===== src/logic/qhs_consts.svh =====
// constants for the quickstart hold sequencer
`ifndef QHS_CONSTS_SVH
`define QHS_CONSTS_SVH
`define QHS_CLK_HZ          40000000
`define QHS_HOLD_LIMIT_MS   20000
`define QHS_HOLD_CYCLES     ((`QHS_HOLD_LIMIT_MS / 1000) * `QHS_CLK_HZ)
`define QHS_SPEED_WAIT_MS   150
`define QHS_SPEED_CYCLES    ((`QHS_SPEED_WAIT_MS * `QHS_CLK_HZ) / 1000)
`define QHS_CREEP_LIMIT_MM  7
`define QHS_ERR_NONE        8'h00
`define QHS_ERR_TIMEOUT     8'h01
`define QHS_ERR_TRAVEL      8'h02
`define QHS_ERR_CREEP       8'h03
`endif


===== src/logic/qhs_pkg.sv =====
// types for the quickstart hold sequencer
package qhs_pkg;
    typedef enum logic [2:0] {
        QHS_IDLE   = 3'b000,
        QHS_READY  = 3'b001,
        QHS_HOLD   = 3'b011,
        QHS_TRAVEL = 3'b010,
        QHS_FAULT  = 3'b110
    } qhs_state_e;
endpackage


===== src/logic/qhs_link_if.sv =====
// link between lift controller and drive sequencer
`timescale 1ns/10ps
interface qhs_link_if;
    logic       controller_enable;
    logic       travel_direction;
    logic       hold_zero;
    logic       positioning_speed;
    logic       intermediate_speed;
    logic       high_speed;
    logic       motor_energised;
    logic       drive_ready;
    logic       brake_release;
    logic       travel_active;
    modport drive (
        input  controller_enable, travel_direction, hold_zero,
               positioning_speed, intermediate_speed, high_speed,
               motor_energised,
        output drive_ready, brake_release, travel_active
    );
    modport ctrl (
        output controller_enable, travel_direction, hold_zero,
               positioning_speed, intermediate_speed, high_speed,
               motor_energised,
        input  drive_ready, brake_release, travel_active
    );
endinterface


===== src/logic/qhs_drive.sv =====
// drive end: quickstart hold sequencing and supervision
// Overview of operation
// - control asserts enable, direction, hold on door closing
// - drive raises ready after those three inputs; code raises it on enable with hold or with a speed line, direction is not read
// - control energises motor at hold start
// - brake output opens once motor energised
// - hold with brake open regulates speed zero
// - door closed: drop hold, one speed
// - speed within 150 ms of hold release
// - connect speeds only after hold released
// - hold beyond 20 s gives timeout fault
// - hold during travel gives travel fault
// - creep beyond 7 mm gives alarm fault
// - encoder supervision starts after hold off
// - telegram bits answered by travel active
// - telegram brake status bit shows brake open
// - telegram: speed bits set, zero bit cleared
// - fieldbus: enable voltage, disable operation, zero
// - fieldbus: enable operation opens brake
// - fieldbus: confirm brake then target speed
// - energise and open brake during door closing
`timescale 1ns/10ps
`include "qhs_consts.svh"
module qhs_drive
    import qhs_pkg::*;
#(
    parameter int unsigned HOLD_CYCLES = `QHS_HOLD_CYCLES,
    parameter int unsigned POS_W       = 16,
    parameter int unsigned CREEP_MM    = `QHS_CREEP_LIMIT_MM
) (
    // clock and reset
    input  wire logic               mclk_in,
    input  wire logic               rstn_in,
    // link
    qhs_link_if.drive               link,
    // motor side
    input  wire logic signed [POS_W-1:0] position_mm_in,
    input  wire logic               fault_clear_in,
    output logic                    zero_speed_reg_out,
    output logic                    encoder_sup_start_out,
    output logic [7:0]              error_code_out,
    output logic                    fault_out
);
    typedef struct packed {
        qhs_state_e              state;
        logic [31:0]             hold_cnt;
        logic signed [POS_W-1:0] pos_ref;
        logic                    ready;
        logic                    brake;
        logic                    active;
        logic                    zero_reg;
        logic                    sup_start;
        logic                    fault;
        logic [7:0]              err;
    } qhs_drive_s;

    qhs_drive_s              r;
    qhs_drive_s              next_r;
    logic [4:0]              raw;
    logic [4:0]              synced;
    logic                    en;
    logic                    hold;
    logic                    spd;
    logic                    mot;
    logic                    clr;
    logic signed [POS_W-1:0] delta;

    // link inputs except direction, and the clear input, pass two flip-flops first
    assign raw = {link.controller_enable, link.hold_zero,
                  link.positioning_speed | link.intermediate_speed
                  | link.high_speed,
                  link.motor_energised, fault_clear_in};

    qhs_sync2 #(
        .W (5)
    ) qhs_sync2_i (
        .mclk_in (mclk_in),
        .rstn_in (rstn_in),
        .d_in    (raw),
        .q_out   (synced)
    );

    assign {en, hold, spd, mot, clr} = synced;

    always_comb begin
        next_r = r;
        delta = position_mm_in - r.pos_ref;
        next_r.sup_start = 1'b0;
        case (r.state)
            QHS_IDLE: begin
                next_r.hold_cnt = 32'h0;
                if (en && hold) begin
                    next_r.state = QHS_READY;
                    next_r.ready = 1'b1;
                    next_r.active = 1'b1;
                end else if (en && spd) begin
                    next_r.state  = QHS_TRAVEL;
                    next_r.ready  = 1'b1;
                    next_r.active = 1'b1;
                end
            end
            QHS_READY: begin
                if (!en) begin
                    next_r.state = QHS_IDLE;
                end else if (mot) begin
                    next_r.brake    = 1'b1;
                    next_r.zero_reg = 1'b1;
                    next_r.pos_ref  = position_mm_in;
                    next_r.state    = QHS_HOLD;
                end
                if (r.hold_cnt >= HOLD_CYCLES - 1) begin
                    next_r.state = QHS_FAULT;
                    next_r.err   = `QHS_ERR_TIMEOUT;
                end else begin
                    next_r.hold_cnt = r.hold_cnt + 32'h1;
                end
            end
            QHS_HOLD: begin
                if (!en) begin
                    next_r.state = QHS_IDLE;
                end else if (!hold) begin
                    next_r.zero_reg  = 1'b0;
                    next_r.sup_start = 1'b1;
                    next_r.state     = QHS_TRAVEL;
                end else if (r.hold_cnt >= HOLD_CYCLES - 1) begin
                    next_r.state = QHS_FAULT;
                    next_r.err   = `QHS_ERR_TIMEOUT;
                end else if (delta > $signed(POS_W'(CREEP_MM))
                    || delta < -$signed(POS_W'(CREEP_MM))) begin
                    next_r.state = QHS_FAULT;
                    next_r.err   = `QHS_ERR_CREEP;
                end else begin
                    next_r.hold_cnt = r.hold_cnt + 32'h1;
                end
            end
            QHS_TRAVEL: begin
                next_r.hold_cnt = 32'h0;
                if (hold) begin
                    next_r.state = QHS_FAULT;
                    next_r.err   = `QHS_ERR_TRAVEL;
                end else if (!en) begin
                    next_r.state = QHS_IDLE;
                end else if (mot) begin
                    next_r.brake = 1'b1;
                end
            end
            QHS_FAULT: begin
                if (clr && !en) begin
                    next_r.state = QHS_IDLE;
                    next_r.err   = `QHS_ERR_NONE;
                end
            end
            default: next_r.state = QHS_IDLE;
        endcase
        if (next_r.state == QHS_IDLE || next_r.state == QHS_FAULT) begin
            next_r.ready    = 1'b0;
            next_r.brake    = 1'b0;
            next_r.active   = 1'b0;
            next_r.zero_reg = 1'b0;
        end
        next_r.fault = (next_r.state == QHS_FAULT);
    end

    always_ff @(posedge mclk_in) begin
        if (!rstn_in) begin
            r       <= '0;
            r.state <= QHS_IDLE;
        end else begin
            r <= next_r;
        end
    end

    assign link.drive_ready   = r.ready;
    assign link.brake_release = r.brake;
    assign link.travel_active = r.active;
    assign zero_speed_reg_out    = r.zero_reg;
    assign encoder_sup_start_out = r.sup_start;
    assign error_code_out        = r.err;
    assign fault_out             = r.fault;
endmodule

// two-stage synchroniser for signals from outside the clock domain
module qhs_sync2
    import qhs_pkg::*;
#(
    parameter int unsigned W = 1
) (
    // clock and reset
    input  wire logic         mclk_in,
    input  wire logic         rstn_in,
    // asynchronous side
    input  wire logic [W-1:0] d_in,
    // synchronised side
    output logic [W-1:0]      q_out
);
    typedef struct packed {
        logic [W-1:0] s1;
        logic [W-1:0] s2;
    } qhs_sync2_s;

    qhs_sync2_s r;
    qhs_sync2_s next_r;

    // only stage two leaves the module
    always_comb begin
        next_r    = r;
        next_r.s1 = d_in;
        next_r.s2 = r.s1;
    end

    always_ff @(posedge mclk_in) begin
        if (!rstn_in) begin
            r <= '0;
        end else begin
            r <= next_r;
        end
    end

    assign q_out = r.s2;
endmodule


===== src/flat_wrapper.sv =====
// flat-port wrapper written by rule: the top's interface ports become plain ports
module qhs_drive_flat import qhs_pkg::*;
#(
    parameter int unsigned HOLD_CYCLES = `QHS_HOLD_CYCLES,
    parameter int unsigned POS_W       = 16,
    parameter int unsigned CREEP_MM    = `QHS_CREEP_LIMIT_MM
)
  (mclk_in, rstn_in, position_mm_in, fault_clear_in, zero_speed_reg_out, encoder_sup_start_out, error_code_out, fault_out, link_controller_enable, link_travel_direction, link_hold_zero, link_positioning_speed, link_intermediate_speed, link_high_speed, link_motor_energised, link_drive_ready, link_brake_release, link_travel_active);
  qhs_link_if link_i ();
  input  wire logic mclk_in;
  input  wire logic rstn_in;
  input  wire logic signed [POS_W-1:0] position_mm_in;
  input  wire logic fault_clear_in;
  output logic zero_speed_reg_out;
  output logic encoder_sup_start_out;
  output logic [7:0] error_code_out;
  output logic fault_out;
  input wire logic [$bits(link_i.controller_enable)-1:0] link_controller_enable;
  input wire logic [$bits(link_i.travel_direction)-1:0] link_travel_direction;
  input wire logic [$bits(link_i.hold_zero)-1:0] link_hold_zero;
  input wire logic [$bits(link_i.positioning_speed)-1:0] link_positioning_speed;
  input wire logic [$bits(link_i.intermediate_speed)-1:0] link_intermediate_speed;
  input wire logic [$bits(link_i.high_speed)-1:0] link_high_speed;
  input wire logic [$bits(link_i.motor_energised)-1:0] link_motor_energised;
  output wire logic [$bits(link_i.drive_ready)-1:0] link_drive_ready;
  output wire logic [$bits(link_i.brake_release)-1:0] link_brake_release;
  output wire logic [$bits(link_i.travel_active)-1:0] link_travel_active;
  assign link_i.controller_enable = link_controller_enable;
  assign link_i.travel_direction = link_travel_direction;
  assign link_i.hold_zero = link_hold_zero;
  assign link_i.positioning_speed = link_positioning_speed;
  assign link_i.intermediate_speed = link_intermediate_speed;
  assign link_i.high_speed = link_high_speed;
  assign link_i.motor_energised = link_motor_energised;
  assign link_drive_ready = link_i.drive_ready;
  assign link_brake_release = link_i.brake_release;
  assign link_travel_active = link_i.travel_active;
  qhs_drive #(.HOLD_CYCLES(HOLD_CYCLES), .POS_W(POS_W), .CREEP_MM(CREEP_MM)) u_core (.mclk_in(mclk_in), .rstn_in(rstn_in), .link(link_i), .position_mm_in(position_mm_in), .fault_clear_in(fault_clear_in), .zero_speed_reg_out(zero_speed_reg_out), .encoder_sup_start_out(encoder_sup_start_out), .error_code_out(error_code_out), .fault_out(fault_out));
endmodule

===== config.mk =====
export PLATFORM = sky130hd
export DESIGN_NAME = qhs_drive_flat
export DESIGN_NICKNAME = d
export VERILOG_FILES = /design/src/logic/qhs_pkg.sv /design/src/logic/qhs_link_if.sv /design/src/logic/qhs_drive.sv /design/src/flat_wrapper.sv
export VERILOG_INCLUDE_DIRS = /design/src /design/src/logic
export SDC_FILE = /design/constraint.sdc
export NUM_CORES = 1
export LEC_CHECK = 0
export BUFFER_PORTS_ARGS = -buffer_cell sky130_fd_sc_hd__buf_2
export CAP_MARGIN = 0
export CORE_UTILIZATION = 50
export CTS_BUF_LIST = sky130_fd_sc_hd__clkbuf_2 sky130_fd_sc_hd__clkbuf_4 sky130_fd_sc_hd__clkbuf_8
export CTS_CLUSTER_SIZE = 20
export DETAILED_ROUTE_END_ITERATION = 10
export GPL_ROUTABILITY_DRIVEN = 0
export HOLD_SLACK_MARGIN = 0.08
export MAX_ROUTING_LAYER = met4
export PLACE_DENSITY = 0.72
export SKIP_CTS_REPAIR_TIMING = 1
export SYNTH_ARGS = -nofsm -noshare
export SYNTH_HDL_FRONTEND = slang
export SYNTH_SLANG_ARGS = --single-unit

===== constraint.sdc =====
create_clock -name mclk_in -period 4.2 [get_ports mclk_in]
set_input_delay 0.84 -clock mclk_in [delete_from_list [all_inputs] [get_ports mclk_in]]
set_output_delay 0.84 -clock mclk_in [all_outputs]
set_load 0.02 [all_outputs]

# Word level (Yosys, flattened, before mapping)
# Index checks and enable logic that the tools add are counted.
dict set report classes {
  add_sub_neg 2
  div 0
  n_lt_le_gt_ge 3
  eq_ne 18
  reduce_logical 22
  n_shift 0
  multipliers 0
  muxes 38
  n_bitwise 3
}
# op n
set op_table {}
lappend op_table {{two-way mux 32 bit} 5}
lappend op_table {{one-hot mux 32 bit (3 select lines)} 1}
lappend op_table {{two-way mux 8 bit} 7}
lappend op_table {{two-way mux 3 bit} 12}
lappend op_table {{adder 32 x 1 -> 32 bit (second input constant)} 1}
lappend op_table {{>= comparator 32 x 30 -> 1 bit (second input constant)} 1}
lappend op_table {{one-hot mux 8 bit (4 select lines)} 1}
lappend op_table {{inequality test 2 bit (second input constant)} 10}
lappend op_table {{greater-than comparator 16 x 4 -> 1 bit (second input constant)} 1}
lappend op_table {{less-than comparator 16 x 4 -> 1 bit (second input constant)} 1}
lappend op_table {{subtractor 16 bit} 1}
lappend op_table {{one-hot mux 3 bit (5 select lines)} 1}
lappend op_table {{two-way mux 1 bit} 7}
lappend op_table {{AND reduction 7 bit} 1}
lappend op_table {{== test 3 x 2 -> 1 bit (second input constant)} 2}
lappend op_table {{== test 3 bit (second input constant)} 2}
lappend op_table {{logical NOT 3 bit} 2}
lappend op_table {{AND reduction 3 bit} 2}
lappend op_table {{AND reduction 6 bit} 1}
lappend op_table {{nonzero test 2 bit} 3}
lappend op_table {{AND reduction 5 bit} 1}
lappend op_table {{two-way mux 2 bit} 2}
lappend op_table {{inequality test 2 x 1 -> 1 bit (second input constant)} 2}
lappend op_table {{one-hot mux 1 bit (2 select lines)} 2}
lappend op_table {{11 further kinds} 17}
dict set report totals {
  ff_bits 74
  mem_bits_ro 0
  in_bits 26
  output_inout_bits 14
  wordCells 97
  latchBits 0
  mem_count 0
  ram_bits 0
}

# Longest topological paths before layout
dict set report logic_depth {
  word_depth 11
  ltp_mapped 15
  mapped_depth_nobuf 14
}

# Modules after synthesis
# A second synthesis with hierarchy kept.
dict set report unflattened {
  hier_cells 566
  area_unflattened_um2 4413.0
}
# module seq_area_each_um2 area_each_um2 n_inst cells_per_inst
set modules_own_cells {}
lappend modules_own_cells {qhs_drive 1161.1 4150.2 1 546}
lappend modules_own_cells {qhs_sync2 200.2 262.8 1 20}

# Worst setup path before layout
# OpenSTA, ideal clock, no wires.
dict set report synth_path {
  path_type {input port to flip-flop}
  start {in position_mm_in[0]}
  end {reg u_core.r[51] (netlist bit)}
  required_ns 4.130
  path_slack_ns 0.135
  path_stages 14
  arrival_time_ns 3.995
  cell_sequence {inv_1 -> ha_1 -> inv_1 -> fa_1 -> a211oi_1 -> o211ai_1 -> a31oi_1 -> xor2_1 -> nand4_1 -> a2111oi_4 -> a22oi_2 -> a2111oi_4 -> or3b_1 -> a21oi_1}
}
dict set report synth_via {
  elab_chain_len 5
  word_cells_on_any_way 6
  classes_between {add/sub: 1; order compare: 2; eq/ne: 1; reduce/logical: 2}
}
# item line
set synth_rtl {}
lappend synth_rtl {{start, declared} flat_wrapper.sv:12} ;# input wire logic signed [POS_W-1:0] position_mm_in;
lappend synth_rtl {{subtractor 16 bit (*)} qhs_drive.sv:87} ;# delta = position_mm_in - r.pos_ref;
lappend synth_rtl {{greater-than comparator 16 x 4 -> 1 bit or less-than comparator 16 x 4 -> 1 bit (tied branches)} {qhs_drive.sv:128, qhs_drive.sv:129}}
lappend synth_rtl {{logical OR 1 bit (*)} qhs_drive.sv:129} ;# || delta < -$signed(POS_W'(CREEP_MM))) begin
lappend synth_rtl {{inequality test 2 bit (no source line) (*)} -}
lappend synth_rtl {{AND reduction 6 bit (no source line) (*)} -}
lappend synth_rtl {{end signal, assigned} qhs_drive.sv:169} ;# r <= next_r;
lappend synth_rtl {{end, declared} qhs_drive.sv:57} ;# qhs_drive_s r;
# Every way passes the cells marked *; elsewhere a longest branch is shown, timed or not.
# A chain may end at the register's enable or synchronous reset.

# Worst setup path in the final report
# Ends and elaborated chain as after synthesis.

==> impl_metrics.csv <==
group,metric,value,unit
outcome,status,"completed",
critical_path,worstSetupPathType,"input pin to flip-flop",
synthesis,synth_mux_area_share,2.67,%
detailed_routing,viasPerCell,5.68,
sta,finalSetupViolCount,0,
detailed_routing,antenna_left,0,
floorplanning,die_y,93.9,µm
cells_and_area,layout-drive-gt1-share,18.8,%
cells_and_area,area_growth,11.4,%
synthesis,synth_edf_count,0,
sta,final.setup_skew,0.00706,ns
global_routing,grt_busiest_layer,"met2",
critical_path,crit_arrival,4.23,ns
sta,fin_crit_sh,94.0,%
critical_path,critical_path_buf_inv_count,3,
synthesis,synthAdderAreaFrac,5.22,%
job,drv_cap,0,
cells_and_area,final_common_cell,"nand2_1",
detailed_routing,drt-total-wl,9.44,mm
global_routing,met3_usage,4.37,%
critical_path,ff2ff_path_depth,13,
clock_tree,htreeDepth,3,
critical_path,cp-start-kind,"input pin",
critical_path,crit_path_start,"position_mm_in[0]",
global_routing,grt_max_degree,24,
floorplanning,rows,33,
global_routing,antenna_found_initial,0,
critical_path,r2r_setup_slack,0.54,ns
critical_path,cp-endpoint,"u_core.r[51]",
critical_path,r2r-start,"u_core.r[14]",
pwr,p_leak,1.75,nW
cells_and_area,n_antenna_cell,0,
synthesis,netlist_area,4220,µm²
sta,rsz0062_at_grt,"false",
global_routing,gr-usage-all-layers,23.8,%
sta,maxSlewViolCount,0,
cells_and_area,stdcell_count,681,
floorplanning,initial_core_util,51.6,%
synthesis,synth_top_family_by_area,"simple AND/OR/NAND/NOR gates",
detailed_routing,drc,0,
synthesis,ys_seq_elements,68,
detailed_routing,drtIter0Drc,109,
sta,fin_crit,3.95,ns
critical_path,cp_cell_sequence,"buf_2 > inv_1 > ha_1 > inv_1 > fa_1 > a211oi_2 > o211ai_1 > a31oi_1 > xor2_1 > nand4_1 > a2111oi_4 > a22oi_2 > a2111oi_4 > or3b_1 > a21oi_1",
critical_path,cp_top_family,"compound AO/OA/AOI/OAI gates",
synthesis,yosysWarnings,0,
sta,timing.fmax,253,MHz
placement,dpl_cell_area,4500,µm²
floorplanning,ioPinCount,40,
placement,dpl.cell_count,665,
clock_tree,clock-sinks,68,
synthesis,ys_async_sr_fraction,0,%
synthesis,synth-compound-area-share,21.5,%
sta,hold_ws,0.437,ns
critical_path,critPathCaptureType,"flip-flop",
global_routing,grt_pass1_wl,16.2,mm
critical_path,reg2reg_to,"u_core.r[51]",
placement,hpwl,6.80,mm
critical_path,max_stage_delay,0.44,ns
cells_and_area,layout_common_cells,"nand2_1 (78), dfxtp_1 (68), a21oi_1 (47)",
synthesis,synth_simple_gate_area_share,27.6,%
cells_and_area,fin_nets,614,
global_routing,grt_pass1_vias,3633,
clock_tree,cts_root_buf,"clkbuf_8",
sta,hold_viol,0,
sta,slew_headroom,25.0,%
global_routing,met1_usage,27.4,%
global_routing,grt-ovfl-total,0,
placement,port_buffers,32,
clock_tree,clkLatencyLatePin,0.35,ns
critical_path,cp.depth,15,
detailed_routing,wl_per_cell,13.9,µm
pwr,p_per_area,284,nW/µm²
cells_and_area,final_cell_area,4700,µm²
synthesis,synth-seq-area-share,32.2,%
critical_path,worst_path_max_delay_cell,"a2111oi_4",
sta,worstMarginPinSlew,1.12,ns
synthesis,synth_area_per_cell,7.89,µm²
global_routing,grt_use_met2,41.5,%
critical_path,cp.required,4.48,ns
pwr,ir_worst_vdd,150,µV
sta,final.setup.tns,0,ns
floorplanning,core,8180,µm²
detailed_routing,dr.pass1.iters,4,
synthesis,synthCells,535,
clock_tree,cts_tree,"built",
floorplanning,die_area,8810,µm²
cells_and_area,fin_util,57.5,%
clock_tree,clk_pin_slew_worst_paths,0.08,ns
detailed_routing,vias,3871,
critical_path,critPathMaxFanout,3,
clock_tree,cts_buffers,9,
synthesis,synth.distinct_cells,71,
worst_hold_path,min_path_type,"flip-flop to flip-flop",
floorplanning,fp.dieW,93.9,µm
clock_tree,clockBufferDepth,2,
synthesis,synthXorXnorAreaFrac,3.94,%
synthesis,synthFlopType,"dfxtp_1",
==> cell type report <==
type / instances / area (µm²)
clock buffer: 10 / 131
timing repair buffer: 52 / 310
multi-input combinational: 414 / 2610
fill: 755 / 3470
tap: 105 / 131
sequential: 68 / 1360
clock inverter: 6 / 63.8
inverter: 26 / 97.6
==> synthesized netlist by cell type, drive strengths merged, types with 7 or more instances <==
| cell type | number | area share, % |
|---|---|---|
| a21oi | 48 | 5.8 |
| a31oi | 8 | 1.2 |
| and2 | 19 | 2.9 |
| and3 | 11 | 1.8 |
| buf | 10 | 1.9 |
| clkbuf | 22 | 2.5 |
| dfxtp | 68 | 32 |
| ha | 16 | 4.7 |
| inv | 26 | 2.3 |
| mux2i | 9 | 2.1 |
| nand2 | 78 | 6.9 |
| nand3 | 15 | 1.8 |
| nand4 | 8 | 1.2 |
| nor2 | 38 | 3.4 |
| nor2b | 7 | 1.0 |
| nor3 | 14 | 1.8 |
| o211ai | 9 | 1.6 |
| o21ai | 22 | 2.9 |
| or2 | 9 | 1.4 |
| or4 | 7 | 1.3 |
| xnor2 | 8 | 1.7 |
| xor2 | 11 | 2.3 |
==> sequential cells by signal (all words and copies together), names as in the netlist <==
name / count
u_core.zero_speed_reg_out: 1
u_core.error_code_out: 2
u_core.encoder_sup_start_out: 1
u_core.fault_out: 1
u_core.qhs_sync2_i.q_out: 5
u_core.link.drive_ready: 1
u_core.link.brake_release: 1
u_core.qhs_sync2_i.next_r: 5
u_core.r: 51
==> power by group <==
group          internal, mW  leakage [nW]  switching [mW]
combinational        0.0585          1.11          0.0759
clock                 0.281        0.0961           0.269
sequential            0.649         0.550         0.00355
==> logic make-up after synthesis <==
| family | Yosys count |
|---|---|
| AOI/OAI and AO/OA | 133 |
| other | 1 |
| adders and majority gates | 17 |
| buffers and inverters | 58 |
| muxes | 11 |
| DFF | 68 |
| and+or+nand+nor | 228 |
| xor gates and xnor gates | 19 |
==> worst reg2reg max path: cells and delay by family (launching register included) <==
kind / cells / cell delay (ns)
and+or+nand+nor: 2 / 0.57
xor gates and xnor gates: 1 / 0.21
AOI/OAI and AO/OA: 7 / 1.85
buffers and inverters: 1 / 0.05
adders and majority gates: 2 / 0.57
DFF: 1 / 0.35
==> stage by stage <==
step	total power, mW	setup WS, ns
after floorplan	0.762	0.135
after global placement	0.797	-0.153
after detailed placement	0.800	-0.259
after CTS	1.35	0.0975
after global routing	1.40	0.0495
final	1.34	0.254
==> worst min path at each step <==
stage / startpoint / end / slack [ns] / depth (start not counted)
2_1_floorplan: u_core.qhs_sync2_i.next_r[0] / u_core.qhs_sync2_i.q_out[0] / 0.41 / 1
3_3_place_gp: u_core.qhs_sync2_i.next_r[1] / u_core.qhs_sync2_i.q_out[1] / 0.41 / 1
3_5_place_dp: u_core.qhs_sync2_i.next_r[2] / u_core.qhs_sync2_i.q_out[2] / 0.42 / 1
4_1_cts: u_core.qhs_sync2_i.next_r[3] / u_core.qhs_sync2_i.q_out[3] / 0.44 / 1
5_1_grt: u_core.qhs_sync2_i.next_r[3] / u_core.qhs_sync2_i.q_out[3] / 0.45 / 1
6_report: u_core.qhs_sync2_i.next_r[2] / u_core.qhs_sync2_i.q_out[2] / 0.44 / 1
==> layer usage <==
metal | vias to the layer above | wire, µm
met2 | 74 | 4790
met1 | 1838 | 4230
met5 | - | 0
met4 | 0 | 104
met3 | 8 | 323
li1 | 1951 | -
Note: power is estimated with default switching activity, not from simulation.
